`src/design/pmd_cfg.svh`:
```
`ifndef PMD_CFG_SVH
`define PMD_CFG_SVH

// register count and byte offsets of the disable registers
`define PMD_NUM_REGS 7
`define PMD_REG_W 16
`define PMD_OFF_CTRL1 12'h000
`define PMD_OFF_CTRL2 12'h004
`define PMD_OFF_CTRL3 12'h008
`define PMD_OFF_CTRL4 12'h00C
`define PMD_OFF_CTRL6 12'h010
`define PMD_OFF_CTRL7 12'h014
`define PMD_OFF_CTRL8 12'h018

// implemented-bit masks, everything else reads zero
`define PMD_MASK_CTRL1 16'hFAFB
`define PMD_MASK_CTRL2 16'h0F0F
`define PMD_MASK_CTRL3 16'h0400
`define PMD_MASK_CTRL4 16'h000C
`define PMD_MASK_CTRL6 16'h0700
`define PMD_MASK_CTRL7 16'h0010
`define PMD_MASK_CTRL8 16'h1900
`define PMD_RST_VAL 16'h0000

// register indices
`define PMD_IDX_CTRL1 3'h0
`define PMD_IDX_CTRL2 3'h1
`define PMD_IDX_CTRL3 3'h2
`define PMD_IDX_CTRL4 3'h3
`define PMD_IDX_CTRL6 3'h4
`define PMD_IDX_CTRL7 3'h5
`define PMD_IDX_CTRL8 3'h6

// field positions
`define PMD_B1_TMR_HI 15
`define PMD_B1_TMR_LO 11
`define PMD_B1_PWM 9
`define PMD_B1_SER_HI 7
`define PMD_B1_SER_LO 3
`define PMD_B1_CAN 1
`define PMD_B1_ADC 0
`define PMD_B2_IC_HI 11
`define PMD_B2_IC_LO 8
`define PMD_B2_OC_HI 3
`define PMD_B2_OC_LO 0
`define PMD_B3_CMP 10
`define PMD_B4_REFO 3
`define PMD_B4_CTMU 2
`define PMD_B6_PWMG_HI 10
`define PMD_B6_PWMG_LO 8
`define PMD_B7_DMA 4
`define PMD_B8_SENTB 12
`define PMD_B8_SENTA 11
`define PMD_B8_DMT 8

// bus answers
`define PMD_RESP_OKAY 2'h0
`define PMD_RESP_SLVERR 2'h2
`define PMD_ADDR_W 12

`endif

```
`src/design/pmd_pkg.sv`:
```
package pmd_pkg;

   // one bit per gated peripheral, high means enabled
   typedef struct packed {
      logic [4:0] timers_on;     // timer5..timer1
      logic pwm_block_on;
      logic i2c_unit_on;
      logic uart_b_on;
      logic uart_a_on;
      logic spi_b_on;
      logic spi_a_on;
      logic can_unit_on;
      logic adc_unit_on;
      logic [3:0] capture_on;    // unit4..unit1
      logic [3:0] compare_on;    // unit4..unit1
      logic comparator_on;
      logic refclk_out_on;
      logic charge_timer_on;
      logic [2:0] pwm_gen_on;    // gen3..gen1
      logic dma_all_on;
      logic sent_b_on;
      logic sent_a_on;
      logic deadman_timer_on;
   } pmd_periph_t;

   typedef enum logic [1:0] {
      PMD_WR_IDLE = 2'b00,
      PMD_WR_RESP = 2'b01
   } pmd_wr_state_t;

endpackage : pmd_pkg

```
`src/design/pmd_top.sv`:
```
// How it works
// - set disable bit stops that peripheral's clocks
// - disabled peripheral's register access is blocked
// - enabled needs bit clear and peripheral present
// - all disable bits reset to zero
// - disable takes effect one cycle after write
// - enable one cycle after clear, if configured
// - ctrl1 bits 15..11 disable timers five..one
// - ctrl1 bit 9 disables pwm block
// - ctrl1 bits 7..3 i2c, uarts, spis
// - ctrl1 bit 1 can, bit 0 adc
// - ctrl2 capture bits 11..8, compare 3..0
// - ctrl3 bit 10 disables comparator
// - ctrl4 bit 3 refclk, bit 2 charge timer
// - ctrl6 bits 10..8 disable pwm generators
// - ctrl7 bit 4 disables all dma channels
// - ctrl8 bits 12, 11 sent, 8 deadman
// - unimplemented bits read as zero
`timescale 1ns/1ps
`include "pmd_cfg.svh"

module pmd_top #(
   parameter bit HAS_CAN = 1'b1
) (
   input wire logic i_mclk,                              // system clock, 40 MHz
   input wire logic i_sys_rst,                           // async reset, active high
   input wire logic [`PMD_ADDR_W-1:0] s_axi_awaddr,      // write address
   input wire logic s_axi_awvalid,                       // write address valid
   output logic s_axi_awready,                           // write address ready
   input wire logic [31:0] s_axi_wdata,                  // write data
   input wire logic [3:0] s_axi_wstrb,                   // write byte strobes
   input wire logic s_axi_wvalid,                        // write data valid
   output logic s_axi_wready,                            // write data ready
   output logic [1:0] s_axi_bresp,                       // write response
   output logic s_axi_bvalid,                            // write response valid
   input wire logic s_axi_bready,                        // write response ready
   input wire logic [`PMD_ADDR_W-1:0] s_axi_araddr,      // read address
   input wire logic s_axi_arvalid,                       // read address valid
   output logic s_axi_arready,                           // read address ready
   output logic [31:0] s_axi_rdata,                      // read data
   output logic [1:0] s_axi_rresp,                       // read response
   output logic s_axi_rvalid,                            // read data valid
   input wire logic s_axi_rready,                        // read data ready
   input wire pmd_pkg::pmd_periph_t i_mod_cfg_run,       // peripheral's own control selects operation
   output pmd_pkg::pmd_periph_t o_clk_en,                // clock gate enable per peripheral
   output pmd_pkg::pmd_periph_t o_acc_en,                // csr access enable per peripheral
   output pmd_pkg::pmd_periph_t o_mod_run                // peripheral enabled and configured to run
);

   localparam int NREG = `PMD_NUM_REGS;
   // an absent can unit leaves its bit unimplemented, so it never stores a one
   localparam logic [`PMD_REG_W-1:0] CAN_BIT = {{(`PMD_REG_W-1){1'b0}}, 1'b1} << `PMD_B1_CAN;
   localparam logic [`PMD_REG_W-1:0] CTRL1_MASK = HAS_CAN ? `PMD_MASK_CTRL1 : (`PMD_MASK_CTRL1 & ~CAN_BIT);
   localparam logic [`PMD_REG_W-1:0] MASKS [NREG] = '{CTRL1_MASK, `PMD_MASK_CTRL2, `PMD_MASK_CTRL3,
      `PMD_MASK_CTRL4, `PMD_MASK_CTRL6, `PMD_MASK_CTRL7, `PMD_MASK_CTRL8};

   if (NREG != 7) begin : g_bad_nreg
      $error("pmd_top: register count must be 7");
   end

   // address decode shared by the write and read paths
   function automatic logic [3:0] dec_addr(input logic [`PMD_ADDR_W-1:0] a);
      case (a)
         `PMD_OFF_CTRL1: dec_addr = {1'b1, `PMD_IDX_CTRL1};
         `PMD_OFF_CTRL2: dec_addr = {1'b1, `PMD_IDX_CTRL2};
         `PMD_OFF_CTRL3: dec_addr = {1'b1, `PMD_IDX_CTRL3};
         `PMD_OFF_CTRL4: dec_addr = {1'b1, `PMD_IDX_CTRL4};
         `PMD_OFF_CTRL6: dec_addr = {1'b1, `PMD_IDX_CTRL6};
         `PMD_OFF_CTRL7: dec_addr = {1'b1, `PMD_IDX_CTRL7};
         `PMD_OFF_CTRL8: dec_addr = {1'b1, `PMD_IDX_CTRL8};
         default: dec_addr = 4'h0;
      endcase
   endfunction : dec_addr

   logic [`PMD_REG_W-1:0] dis_q [NREG];
   logic [`PMD_ADDR_W-1:0] awaddr_q;
   logic [`PMD_REG_W-1:0] wdata_q;
   logic [1:0] wstrb_q;
   logic aw_have_q;
   logic w_have_q;
   pmd_pkg::pmd_wr_state_t wr_st_q;
   logic wr_fire;
   logic [3:0] wr_dec;
   logic [3:0] rd_dec;
   pmd_pkg::pmd_periph_t en_d;
   pmd_pkg::pmd_periph_t present;

   // write path: address and data taken in either order
   always_ff @(posedge i_mclk or posedge i_sys_rst) begin
      if (i_sys_rst) begin
         aw_have_q <= 1'b0;
         awaddr_q <= '0;
      end else if (s_axi_awvalid && s_axi_awready) begin
         aw_have_q <= 1'b1;
         awaddr_q <= s_axi_awaddr;
      end else if (wr_fire) begin
         aw_have_q <= 1'b0;
      end
   end

   always_ff @(posedge i_mclk or posedge i_sys_rst) begin
      if (i_sys_rst) begin
         w_have_q <= 1'b0;
         wdata_q <= '0;
         wstrb_q <= '0;
      end else if (s_axi_wvalid && s_axi_wready) begin
         w_have_q <= 1'b1;
         wdata_q <= s_axi_wdata[`PMD_REG_W-1:0];
         wstrb_q <= s_axi_wstrb[1:0];
      end else if (wr_fire) begin
         w_have_q <= 1'b0;
      end
   end

   assign wr_fire = aw_have_q && w_have_q && (wr_st_q == pmd_pkg::PMD_WR_IDLE);
   assign wr_dec = dec_addr(awaddr_q);

   always_ff @(posedge i_mclk or posedge i_sys_rst) begin
      if (i_sys_rst) begin
         s_axi_awready <= 1'b0;
         s_axi_wready <= 1'b0;
      end else begin
         s_axi_awready <= !aw_have_q && !(s_axi_awvalid && s_axi_awready) && (wr_st_q == pmd_pkg::PMD_WR_IDLE);
         s_axi_wready <= !w_have_q && !(s_axi_wvalid && s_axi_wready) && (wr_st_q == pmd_pkg::PMD_WR_IDLE);
      end
   end

   always_ff @(posedge i_mclk or posedge i_sys_rst) begin
      if (i_sys_rst) begin
         wr_st_q <= pmd_pkg::PMD_WR_IDLE;
         s_axi_bvalid <= 1'b0;
         s_axi_bresp <= `PMD_RESP_OKAY;
      end else begin
         case (wr_st_q)
            pmd_pkg::PMD_WR_IDLE: begin
               if (wr_fire) begin
                  wr_st_q <= pmd_pkg::PMD_WR_RESP;
                  s_axi_bvalid <= 1'b1;
                  s_axi_bresp <= wr_dec[3] ? `PMD_RESP_OKAY : `PMD_RESP_SLVERR;
               end
            end
            pmd_pkg::PMD_WR_RESP: begin
               if (s_axi_bready) begin
                  wr_st_q <= pmd_pkg::PMD_WR_IDLE;
                  s_axi_bvalid <= 1'b0;
               end
            end
            default: begin
               wr_st_q <= pmd_pkg::PMD_WR_IDLE;
               s_axi_bvalid <= 1'b0;
            end
         endcase
      end
   end

   // disable registers; unimplemented bits never store a one
   for (genvar g = 0; g < NREG; g++) begin : g_reg
      always_ff @(posedge i_mclk or posedge i_sys_rst) begin
         if (i_sys_rst) begin
            dis_q[g] <= `PMD_RST_VAL;
         end else if (wr_fire && wr_dec[3] && (wr_dec[2:0] == 3'(g))) begin
            dis_q[g] <= {wstrb_q[1] ? wdata_q[15:8] : dis_q[g][15:8],
                         wstrb_q[0] ? wdata_q[7:0] : dis_q[g][7:0]} & MASKS[g];
         end
      end
   end

   // read path, one read at a time
   assign rd_dec = dec_addr(s_axi_araddr);

   always_ff @(posedge i_mclk or posedge i_sys_rst) begin
      if (i_sys_rst) begin
         s_axi_arready <= 1'b0;
         s_axi_rvalid <= 1'b0;
         s_axi_rdata <= '0;
         s_axi_rresp <= `PMD_RESP_OKAY;
      end else if (s_axi_rvalid) begin
         if (s_axi_rready) begin
            s_axi_rvalid <= 1'b0;
         end
         s_axi_arready <= 1'b0;
      end else if (s_axi_arvalid && s_axi_arready) begin
         s_axi_arready <= 1'b0;
         s_axi_rvalid <= 1'b1;
         s_axi_rresp <= rd_dec[3] ? `PMD_RESP_OKAY : `PMD_RESP_SLVERR;
         s_axi_rdata <= rd_dec[3] ? {16'h0000, dis_q[rd_dec[2:0]]} : '0;
      end else begin
         s_axi_arready <= 1'b1;
      end
   end

   // presence of each peripheral in this variant
   always_comb begin
      present = '1;
      present.can_unit_on = HAS_CAN;
   end

   // bit-to-peripheral mapping
   always_comb begin
      en_d.timers_on = ~dis_q[`PMD_IDX_CTRL1][`PMD_B1_TMR_HI:`PMD_B1_TMR_LO];
      en_d.pwm_block_on = ~dis_q[`PMD_IDX_CTRL1][`PMD_B1_PWM];
      {en_d.i2c_unit_on, en_d.uart_b_on, en_d.uart_a_on, en_d.spi_b_on, en_d.spi_a_on} =
         ~dis_q[`PMD_IDX_CTRL1][`PMD_B1_SER_HI:`PMD_B1_SER_LO];
      en_d.can_unit_on = ~dis_q[`PMD_IDX_CTRL1][`PMD_B1_CAN];
      en_d.adc_unit_on = ~dis_q[`PMD_IDX_CTRL1][`PMD_B1_ADC];
      en_d.capture_on = ~dis_q[`PMD_IDX_CTRL2][`PMD_B2_IC_HI:`PMD_B2_IC_LO];
      en_d.compare_on = ~dis_q[`PMD_IDX_CTRL2][`PMD_B2_OC_HI:`PMD_B2_OC_LO];
      en_d.comparator_on = ~dis_q[`PMD_IDX_CTRL3][`PMD_B3_CMP];
      en_d.refclk_out_on = ~dis_q[`PMD_IDX_CTRL4][`PMD_B4_REFO];
      en_d.charge_timer_on = ~dis_q[`PMD_IDX_CTRL4][`PMD_B4_CTMU];
      en_d.pwm_gen_on = ~dis_q[`PMD_IDX_CTRL6][`PMD_B6_PWMG_HI:`PMD_B6_PWMG_LO];
      en_d.dma_all_on = ~dis_q[`PMD_IDX_CTRL7][`PMD_B7_DMA];
      en_d.sent_b_on = ~dis_q[`PMD_IDX_CTRL8][`PMD_B8_SENTB];
      en_d.sent_a_on = ~dis_q[`PMD_IDX_CTRL8][`PMD_B8_SENTA];
      en_d.deadman_timer_on = ~dis_q[`PMD_IDX_CTRL8][`PMD_B8_DMT];
      en_d = en_d & present;
   end

   // registered enables: one cycle after the register changes, and only on an edge,
   // so a latch-based gate at the peripheral never sees a runt pulse
   always_ff @(posedge i_mclk or posedge i_sys_rst) begin
      if (i_sys_rst) begin
         o_clk_en <= '0;
         o_acc_en <= '0;
         o_mod_run <= '0;
      end else begin
         o_clk_en <= en_d;
         o_acc_en <= en_d;
         o_mod_run <= en_d & i_mod_cfg_run;
      end
   end

   logic [NREG-1:0] extra_bits;
   logic [NREG-1:0] dis_any;
   always_comb begin
      for (int k = 0; k < NREG; k++) begin
         extra_bits[k] = |(dis_q[k] & ~MASKS[k]);
         dis_any[k] = |dis_q[k];
      end
   end
endmodule : pmd_top

```
`config.mk`:
```
export PLATFORM = sky130hd
export DESIGN_NAME = pmd_top
export DESIGN_NICKNAME = d
export VERILOG_FILES = /design/src/design/pmd_pkg.sv /design/src/design/pmd_top.sv
export VERILOG_INCLUDE_DIRS = /design/src /design/src/design
export SDC_FILE = /design/constraint.sdc
export NUM_CORES = 1
export LEC_CHECK = 0
export BUFFER_PORTS_ARGS = -buffer_cell sky130_fd_sc_hd__buf_4
export CAP_MARGIN = 40
export CORE_MARGIN = 8
export CORE_UTILIZATION = 50
export DETAILED_ROUTE_END_ITERATION = 12
export GPL_TIMING_DRIVEN = 1
export PLACE_DENSITY_LB_ADDON = 0.05
export SETUP_SLACK_MARGIN = 0.15
export SLEW_MARGIN = 30
export SYNTH_ARGS = -nofsm -noshare
export SYNTH_HDL_FRONTEND = slang
export SYNTH_SLANG_ARGS = --single-unit
```
`constraint.sdc`:
```
create_clock -name i_mclk -period 9.4 [get_ports i_mclk]
set_input_delay 0 -clock i_mclk [delete_from_list [all_inputs] [get_ports i_mclk]]
set_output_delay 0 -clock i_mclk [all_outputs]
set_load 0.01 [all_outputs]
```
Word level (Yosys, flattened, before mapping)
Index checks and enable logic that the tools add are counted.
- flip-flop bits (word level): 168
- output and inout port bits: 134
- word-level logic and storage cells: 162
- muxes and demuxes: 22
- reduce and logical (&&, ||, !) cells: 39
- equality and inequality tests: 21
- $lt $le $gt $ge: 1
- bitwise gates (word level): 18
- operator list (operator ; number):
    12-bit by 5-bit equality test with 1-bit output (second input constant) ; 6
    4-bit one-hot mux with 7 select lines ; 2
    16-bit binary-select mux with 3-bit select ; 1
    12-bit by 4-bit equality test with 1-bit output (second input constant) ; 4
    16-bit 2-to-1 mux ; 3
    31-bit bitwise AND ; 1
    12-bit by 3-bit equality test with 1-bit output (second input constant) ; 2
    12-bit logical NOT ; 2
    2-bit AND reduction ; 12
    1-bit logical AND ; 17
    1-bit inverter ; 11
    1-bit 2-to-1 mux ; 10
    5-bit inverter ; 2
    3-bit equality test (second input constant) ; 3
    2-bit 2-to-1 mux ; 4
    4-bit inverter ; 2
    3-bit by 2-bit equality test with 1-bit output (second input constant) ; 2
    4-bit >= comparator (second input constant) ; 1
    1-bit logical NOT ; 4
    2-bit inequality test (second input constant) ; 2
    3-bit inverter with 4-bit output ; 1
    2-bit one-hot mux with 2 select lines ; 1
    2-bit nonzero test ; 2
    3-bit by 1-bit equality test with 1-bit output (second input constant) ; 1
    other kinds (5) ; 5

Depth between registers and ports, before layout
Gate-level depths: netlist of the first run.
- depth after elaboration: 7
- gate-level depth with buffers: 5
- gate-level depth less buffers: 4

Worst setup path after synthesis of the first run
Ideal clock, no wire load.
- path kind: register -> register
- start: register s_axi_bvalid (netlist name)
- end: register dis_q[80] (netlist bit)
- data required time: 9.275 ns
- cell stages (with the launch flop): 5
- path slack: 7.492 ns
- arrival: 1.783 ns
- buffers on the path: 0
- cells stage by stage: dfrtp_1 -> nand3b_1 -> or3b_2 -> nor3_2 -> mux2_2
- RTL lines (element ; RTL line ; source):
    end signal, assigned by index ; pmd_top.sv:160 ; dis_q[g] <= `PMD_RST_VAL;
    end signal, assigned by index ; pmd_top.sv:162 ; dis_q[g] <= {wstrb_q[1] ? wdata_q[15:8] : dis_q[g][15:8],
    end, declared ; pmd_top.sv:75 ; logic [`PMD_REG_W-1:0] dis_q [NREG];

Worst setup path in the final report of the first run
- start: register s_axi_rvalid
- end: register s_axi_rdata[15]
- longest elaborated chain between the ends: 2
- RTL lines (element ; RTL line ; source):
    start, declared ; pmd_top.sv:42 ; output logic s_axi_rvalid,
    start signal, assigned ; pmd_top.sv:174 ; s_axi_rvalid <= 1'b0;
    start signal, assigned ; pmd_top.sv:179 ; s_axi_rvalid <= 1'b0;
    start signal, assigned ; pmd_top.sv:184 ; s_axi_rvalid <= 1'b1;
    1-bit inverter (no line) ; - ;
    2-bit AND reduction (no line) ; - ;
    end signal, assigned ; pmd_top.sv:186 ; s_axi_rdata <= rd_dec[3] ? {16'h0000, dis_q[rd_dec[2:0]]} : '0;
    end, declared ; pmd_top.sv:40 ; output logic [31:0] s_axi_rdata,
Every way passes these cells.
A chain may end at the register's enable or synchronous reset.

==> flow_summary.ini, run 1 <==
[worst_setup_path]
slowest_delay_ns = 0.55
critical_path_class = reg -> reg
startpoint_type = register
critical_path.top_delay_family = simple AND/OR/NAND/NOR gates
crit_chain = nand3b_1 -> buf_6 -> nand4b_1 -> nor4_2 -> buf_4 -> a22o_1
required_ns = 9.75
path_buf_inv = 2
cp_max_fo = 13
cp_slowest_cell = nor4_2
arrival_ns = 2.95
crit_path_end_kind = register

[timing]
worst_pin_slew_ns = 0.831
setup_tns_ns = 0
rsz0062_at_grt = no
hold_viol_final = 0
slew_viol_final = 0
setup_viol = 0
final.min_clock_period_ns = 2.60
finalCritPeriodShare_pct = 27.7
skew_ns = 0.00629
slew_headroom_pct = 44.1
fmax_mhz = 384

[final_layout]
mostFrequentLayoutCell = buf_4
areaGrowthSynthToFinish_pct = 44.7
post_route_cells_drive_above_1_share_pct = 43.2
fin_util_pct = 73.8
fin_nets = 781
multi_input_area_sq_um = 1620
stdcell_count = 839
most-common-layout-cells = buf_4, dfrtp_1, dlygate4sd3_1
seq_area_sq_um = 3700
fillCellCount = 790
antenna_cells = 0

[grt]
track_usage_pct = 19.3
grt_pass1_wl_microns = 22500
antenna_found_initial = 0
grt_max_degree = 80
grt_pass1_vias = 4439
gr-total-overflow = 0

[synth]
synth.avg_cell_area_sq_um = 13.2
ys_seq_area_share_pct = 63.9
synth_edf_count = 0
syn-cell-area_sq_um = 5800
synth_cell_types = 39
synth-seq-cells = 148
async_reset_ff_share_pct = 100
synth_ff_type = dfrtp_1
ys_warn_count = 0
netlist_instances = 439

[floorplan]
core_area_sq_um = 11400
num_rows = 39
die_w_microns = 124
initial_utilization_pct = 51.0
die_h_microns = 124
dieArea_sq_um = 15300
ioPinCount = 232

[power]
leakage_nw = 3.92
p_per_area_nw_per_um2 = 207
irDropWorstVdd_mv = 0.167

[detailed_routing]
ant_nets = 0
wl_per_cell_microns = 17.4
drc = 0
first_pass_iters = 4
vias = 4079
drt_iter0_drc = 192
via_per_inst = 4.86
routed_wl_microns = 14600

[clocking]
cts_tree = yes
cts_made_buffers = 17
cts_root_buffer = clkbuf_16
post_cts_buffers = 0
ctsHtreeMaxLevel = 4
clkTransAtPathRegs_ns = 0.06
ctsResizeCount = 0
cts_sinks = 148
clkLatencyLatePin_ns = 0.41
cts_buffer_depth = 2

[status]
status = finished, final reports clean

[worst_hold_path]
hold_path.class = in -> reg

[placed_design]
portBuffers = 195
place_hpwl_microns = 10200
gp_congestion = 0.767
placed_cells = 740

[run]
drv_cap = 0
[report_power, final]
| group | leakage [nW] | internal (mW) | total (mW) | switching, mW |
|---|---|---|---|---|
| registers | 1.75 | 0.734 | 0.811 | 0.0773 |
| logic | 1.89 | 0.161 | 0.290 | 0.129 |
| clock network | 0.275 | 0.390 | 0.639 | 0.249 |
| total | 3.92 | 1.28 | 1.74 | 0.456 |
[sequential cells by signal, indices dropped and copies added, names as in the netlist]
signal,flops
s_axi_bvalid,1
s_axi_bresp,1
s_axi_arready,1
o_mod_run,31
s_axi_rresp,1
s_axi_awready,1
s_axi_wready,1
awaddr_q,12
s_axi_rdata,16
w_have_q,1
dis_q,31
o_acc_en,31
wdata_q,16
aw_have_q,1
s_axi_rvalid,1
wstrb_q,2
[worst min-delay path, stage by stage]
cell and delay, ns:
buf_4 0.18, o31a_1 0.16, o31ai_1 0.06
[repair_timing]
action | 4_1_cts | 5_1_grt
endpoints found under the hold margin | 145 | 0
setup endpoints to repair | 0 | 0
hold buffers | 67 | 0
[path summary, 6_finish.rpt]
check                                 from              end  slack, ns  cells after the start
min                        s_axi_araddr[2]   s_axi_rdata[4]       0.03                      3
min in group asynchronous        i_sys_rst     o_acc_en[28]       0.26                      3
max                           s_axi_rvalid  s_axi_rdata[15]       6.80                      6
max in group asynchronous        i_sys_rst     o_acc_en[26]       7.93                      5
max reg2reg                   s_axi_rvalid  s_axi_rdata[15]       6.80                      6
min reg2reg                     dis_q[103]     o_acc_en[24]       0.46                      1
[metrics by stage]
stage	power [mW]	cell area, sq um	setup slack, ns	hold slack, ns
finish	1.74	8390	6.80	0.0348
global route	1.82	8390	6.67	0.0505
CTS	1.75	8390	6.80	0.00850
detailed placement	1.09	7160	6.84	0.166
global placement	1.07	7120	6.41	0.163
floorplan	0.975	5860	5.42	0.0907
[cells in the mapped netlist (all sizes together), types with 4 or more instances]
library cell	n	area, sq um
nor2b	33	206
o21ai	14	70.1
mux2	61	698
dfrtp	148	3700
buf	50	372
nor3	8	60.1
inv	37	139
a22o	6	52.6
nor4	6	58.8
clkbuf	8	30.0
nand4	4	31.3
mux2i	4	40.0
nand3	5	25.0
nor2	4	15.0
nand2	21	78.8
[cells by family after synthesis]
logic type	synth area share, %
flops	63.9
buf+inv	9.32
simple gates	9.75
mux	12.7
compound gates	4.27
other cells	0.0647
[final cells by class]
cell class	instances	area share, %
sequential	148	44.1
timing repair buffer	266	26.0
multi-input combinational	213	19.3
clock buffer	23	5.81
tap	143	2.13
inverter	37	1.71
clock inverter	9	0.924
[metal layers]
layer  up-vias  GRT usage (%)  wire length (microns)  part of all wire (%)
met3        10           6.21                   1230                   8.4
li1       1898              -                      -                     -
met1      2034           22.5                   5570                    38
met4         0           6.62                    121                  0.83
met2       137           33.1                   7660                    53
met5         -              0                      0                     0
Power figures use the tool's default switching activity.
==> run 2, diff against run 1 <==
Settings changed: ABC_AREA set to 1, CORE_UTILIZATION 50 to 44.
Clock period 9.4 ns to 2.3 ns, I/O delays scaled along.
==> run 2 against run 1 <==
  * Worst setup slack worse by 6.2 ns
  * Sequential share of layout area fell by 2.3 points
  * Critical path type unchanged
  * Synthesized cell count rose by 45%
  * Largest power group unchanged
  * Clock power grew to 4.4 times the previous value
  * Via count up 17%
  * Routed wire length up 7.3%
  * Non-clock buffer count did not move
  * Critical path depth increased by 2
  * Die area up 19%
  * Utilization down 9.7 points
  * Sequential cell count stayed put
==> flow_summary.ini, run 2 <==
[worst_hold_path]
hold_path.class = in -> reg
min_delay_path_depth = 4
hold_path.startpoint = s_axi_wvalid
hold_end = wdata_q[1]

[clocking]
cts_sinks = 148
clkLatencyLatePin_ns = 0.42
cts_root_buffer = clkbuf_16
cts_tree = yes
clkTransAtPathRegs_ns = 0.06
post_cts_buffers = 0
ctsHtreeMaxLevel = 4
cts_buffer_depth = 2
cts_made_buffers = 17

[detailed_routing]
ant_nets = 0
drt_iter0_drc = 225
drc = 0
wl_per_cell_microns = 14.6
via_per_inst = 4.46
vias = 4786
routed_wl_microns = 15600
first_pass_iters = 4

[synth]
netlist_instances = 635
synth_ff_type = dfrtp_1
synth_edf_count = 0
muxShareOfSynthArea_pct = 2.18
synth.avg_cell_area_sq_um = 9.77
ys_warn_count = 0
synth_top_family_by_area = simple AND/OR/NAND/NOR gates
yosysTopAreaCell = dfrtp_1
synth-compound-area-share_pct = 6.92
syn-cell-area_sq_um = 6200
synth-simple-area-share_pct = 18.0
synth_top_area_share_pct = 59.7
ys_seq_area_share_pct = 59.7
async_reset_ff_share_pct = 100
ys_top_cells_by_area = dfrtp_1, nand2_1, inv_1
synth_most_common_cell = dfrtp_1
synth_fa_ha_area_share_pct = 0
synth-seq-cells = 148
ys_top_cells_by_count = dfrtp_1, nand2_1, inv_1, nor2_1, buf_4
synth_cell_types = 31
synth-xor-area-share_pct = 0

[timing]
hold_viol_final = 0
slew_viol_final = 0
slew_headroom_pct = 60.0
finalCritPeriodShare_pct = 75.4
fmax_mhz = 577
hold_ws_ns = 0.00127
skew_ns = 0.0137
worst_pin_slew_ns = 0.600
setup_viol = 0
rsz0062_at_grt = no
final.min_clock_period_ns = 1.73
setup_tns_ns = 0

[floorplan]
num_rows = 43
initial_utilization_pct = 44.9
ioPinCount = 232
dieArea_sq_um = 18200
core_area_sq_um = 13800
die_w_microns = 135
die_h_microns = 135

[grt]
track_usage_pct = 17.6
gr-total-overflow = 0
grt_pass1_wl_microns = 25400
grt_max_degree = 116
grt_pass1_vias = 5076
antenna_found_initial = 0

[worst_setup_path]
critical_path_class = reg -> reg
rrSetupSlack_ns = 0.57
reg2reg_depth = 8
r2r_end = dis_q[42]
regToRegStartpoint = awaddr_q[6]
startpoint_type = register
crit_path_end_kind = register
arrival_ns = 2.02
cp_max_fo = 6
required_ns = 2.59

[power]
irDropWorstVdd_mv = 0.598
leakage_nw = 4.43
p_per_area_nw_per_um2 = 813
power_mw = 7.20

[placed_design]
portBuffers = 195
place_hpwl_microns = 11500
gp_congestion = 0.797

[run]
drv_cap = 0

[final_layout]
fin_nets = 978
areaGrowthSynthToFinish_pct = 42.8
post_route_cells_drive_above_1_share_pct = 33.0
most-common-layout-cells = buf_4, dfrtp_1, nand2_1
fin_util_pct = 64.1
mostFrequentLayoutCell = buf_4
reg.largest.list = dis_q (31), o_acc_en (31), o_mod_run (31)
antenna_cells = 0
fillCellCount = 1142

[status]
status = finished, final reports clean
==> run 2: power breakdown <==
part | switching (mW) | total, mW | internal, mW
clock | 1.01 | 2.82 | 1.81
combinational | 0.690 | 1.24 | 0.551
sequential | 0.174 | 3.14 | 2.97
==> run 2: routing by layer <==
metal | vias to the layer above | wire length, microns | global-route usage (%)
li1 | 2390 | - | -
met4 | 0 | 161 | 6.67
met5 | - | 0 | 0
met1 | 2238 | 6320 | 20.9
met3 | 14 | 1120 | 5.20
met2 | 144 | 8040 | 29.6
==> run 2: kinds of logic (layout without fill, tap and decap cells) <==
logic type / count (synthesis) / count (layout)
simple gates: 239 / 239
buf+inv: 163 / 404
flops: 148 / 148
compound gates: 72 / 72
mux: 12 / 12
other cells: 1 / 18
==> run 2: critical path: stages, from the launching register on <==
cell and delay [ns]:
dfrtp_1 0.37, inv_1 0.08, nand2_1 0.06, nor2_2 0.17, nand4_2 0.21, a21oi_1 0.27
nand2_1 0.23, nand2_1 0.13, o21ai_1 0.07
==> run 2: layout make-up <==
cell class              instances  area [sq um]  share of cell area (%)
repair buffers                266          2170                    24.5
inverters                     106           402                    4.53
well taps                     180           225                    2.54
clock buffers                  22           484                    5.46
clock inverters                10           128                    1.44
multi-input cells             341          1750                    19.7
flip-flops and latches        148          3700                    41.8
==> run 2: stage by stage <==
step / instance area [sq um] / instances / worst slack (ns)
CTS: 8860 / 1073 / 0.560
finish: 8860 / 1073 / 0.566
global route: 8860 / 1073 / 0.406
global placement: 7600 / 976 / 0.647
floorplan: 6270 / 652 / 0.439
detailed placement: 7600 / 976 / 0.585
==> run 2: worst max-delay path by stage <==
stage	to	start	depth (start not counted)	slack, ns
after floorplan	aw_have_q	i_sys_rst	1	0.44
after global placement	dis_q[81]	awaddr_q[7]	10	0.65
after detailed placement	dis_q[82]	awaddr_q[6]	10	0.59
after CTS	dis_q[42]	awaddr_q[6]	8	0.56
after global routing	dis_q[42]	awaddr_q[9]	8	0.41
final	dis_q[42]	awaddr_q[6]	8	0.57
==> run 2: repair_timing <==
| action | in CTS | in global routing |
|---|---|---|
| hold buffers | 65 | 0 |
| gates resized for setup | 0 | 0 |
| setup endpoints to repair | 0 | 0 |
| hold endpoints to repair | 212 | 0 |
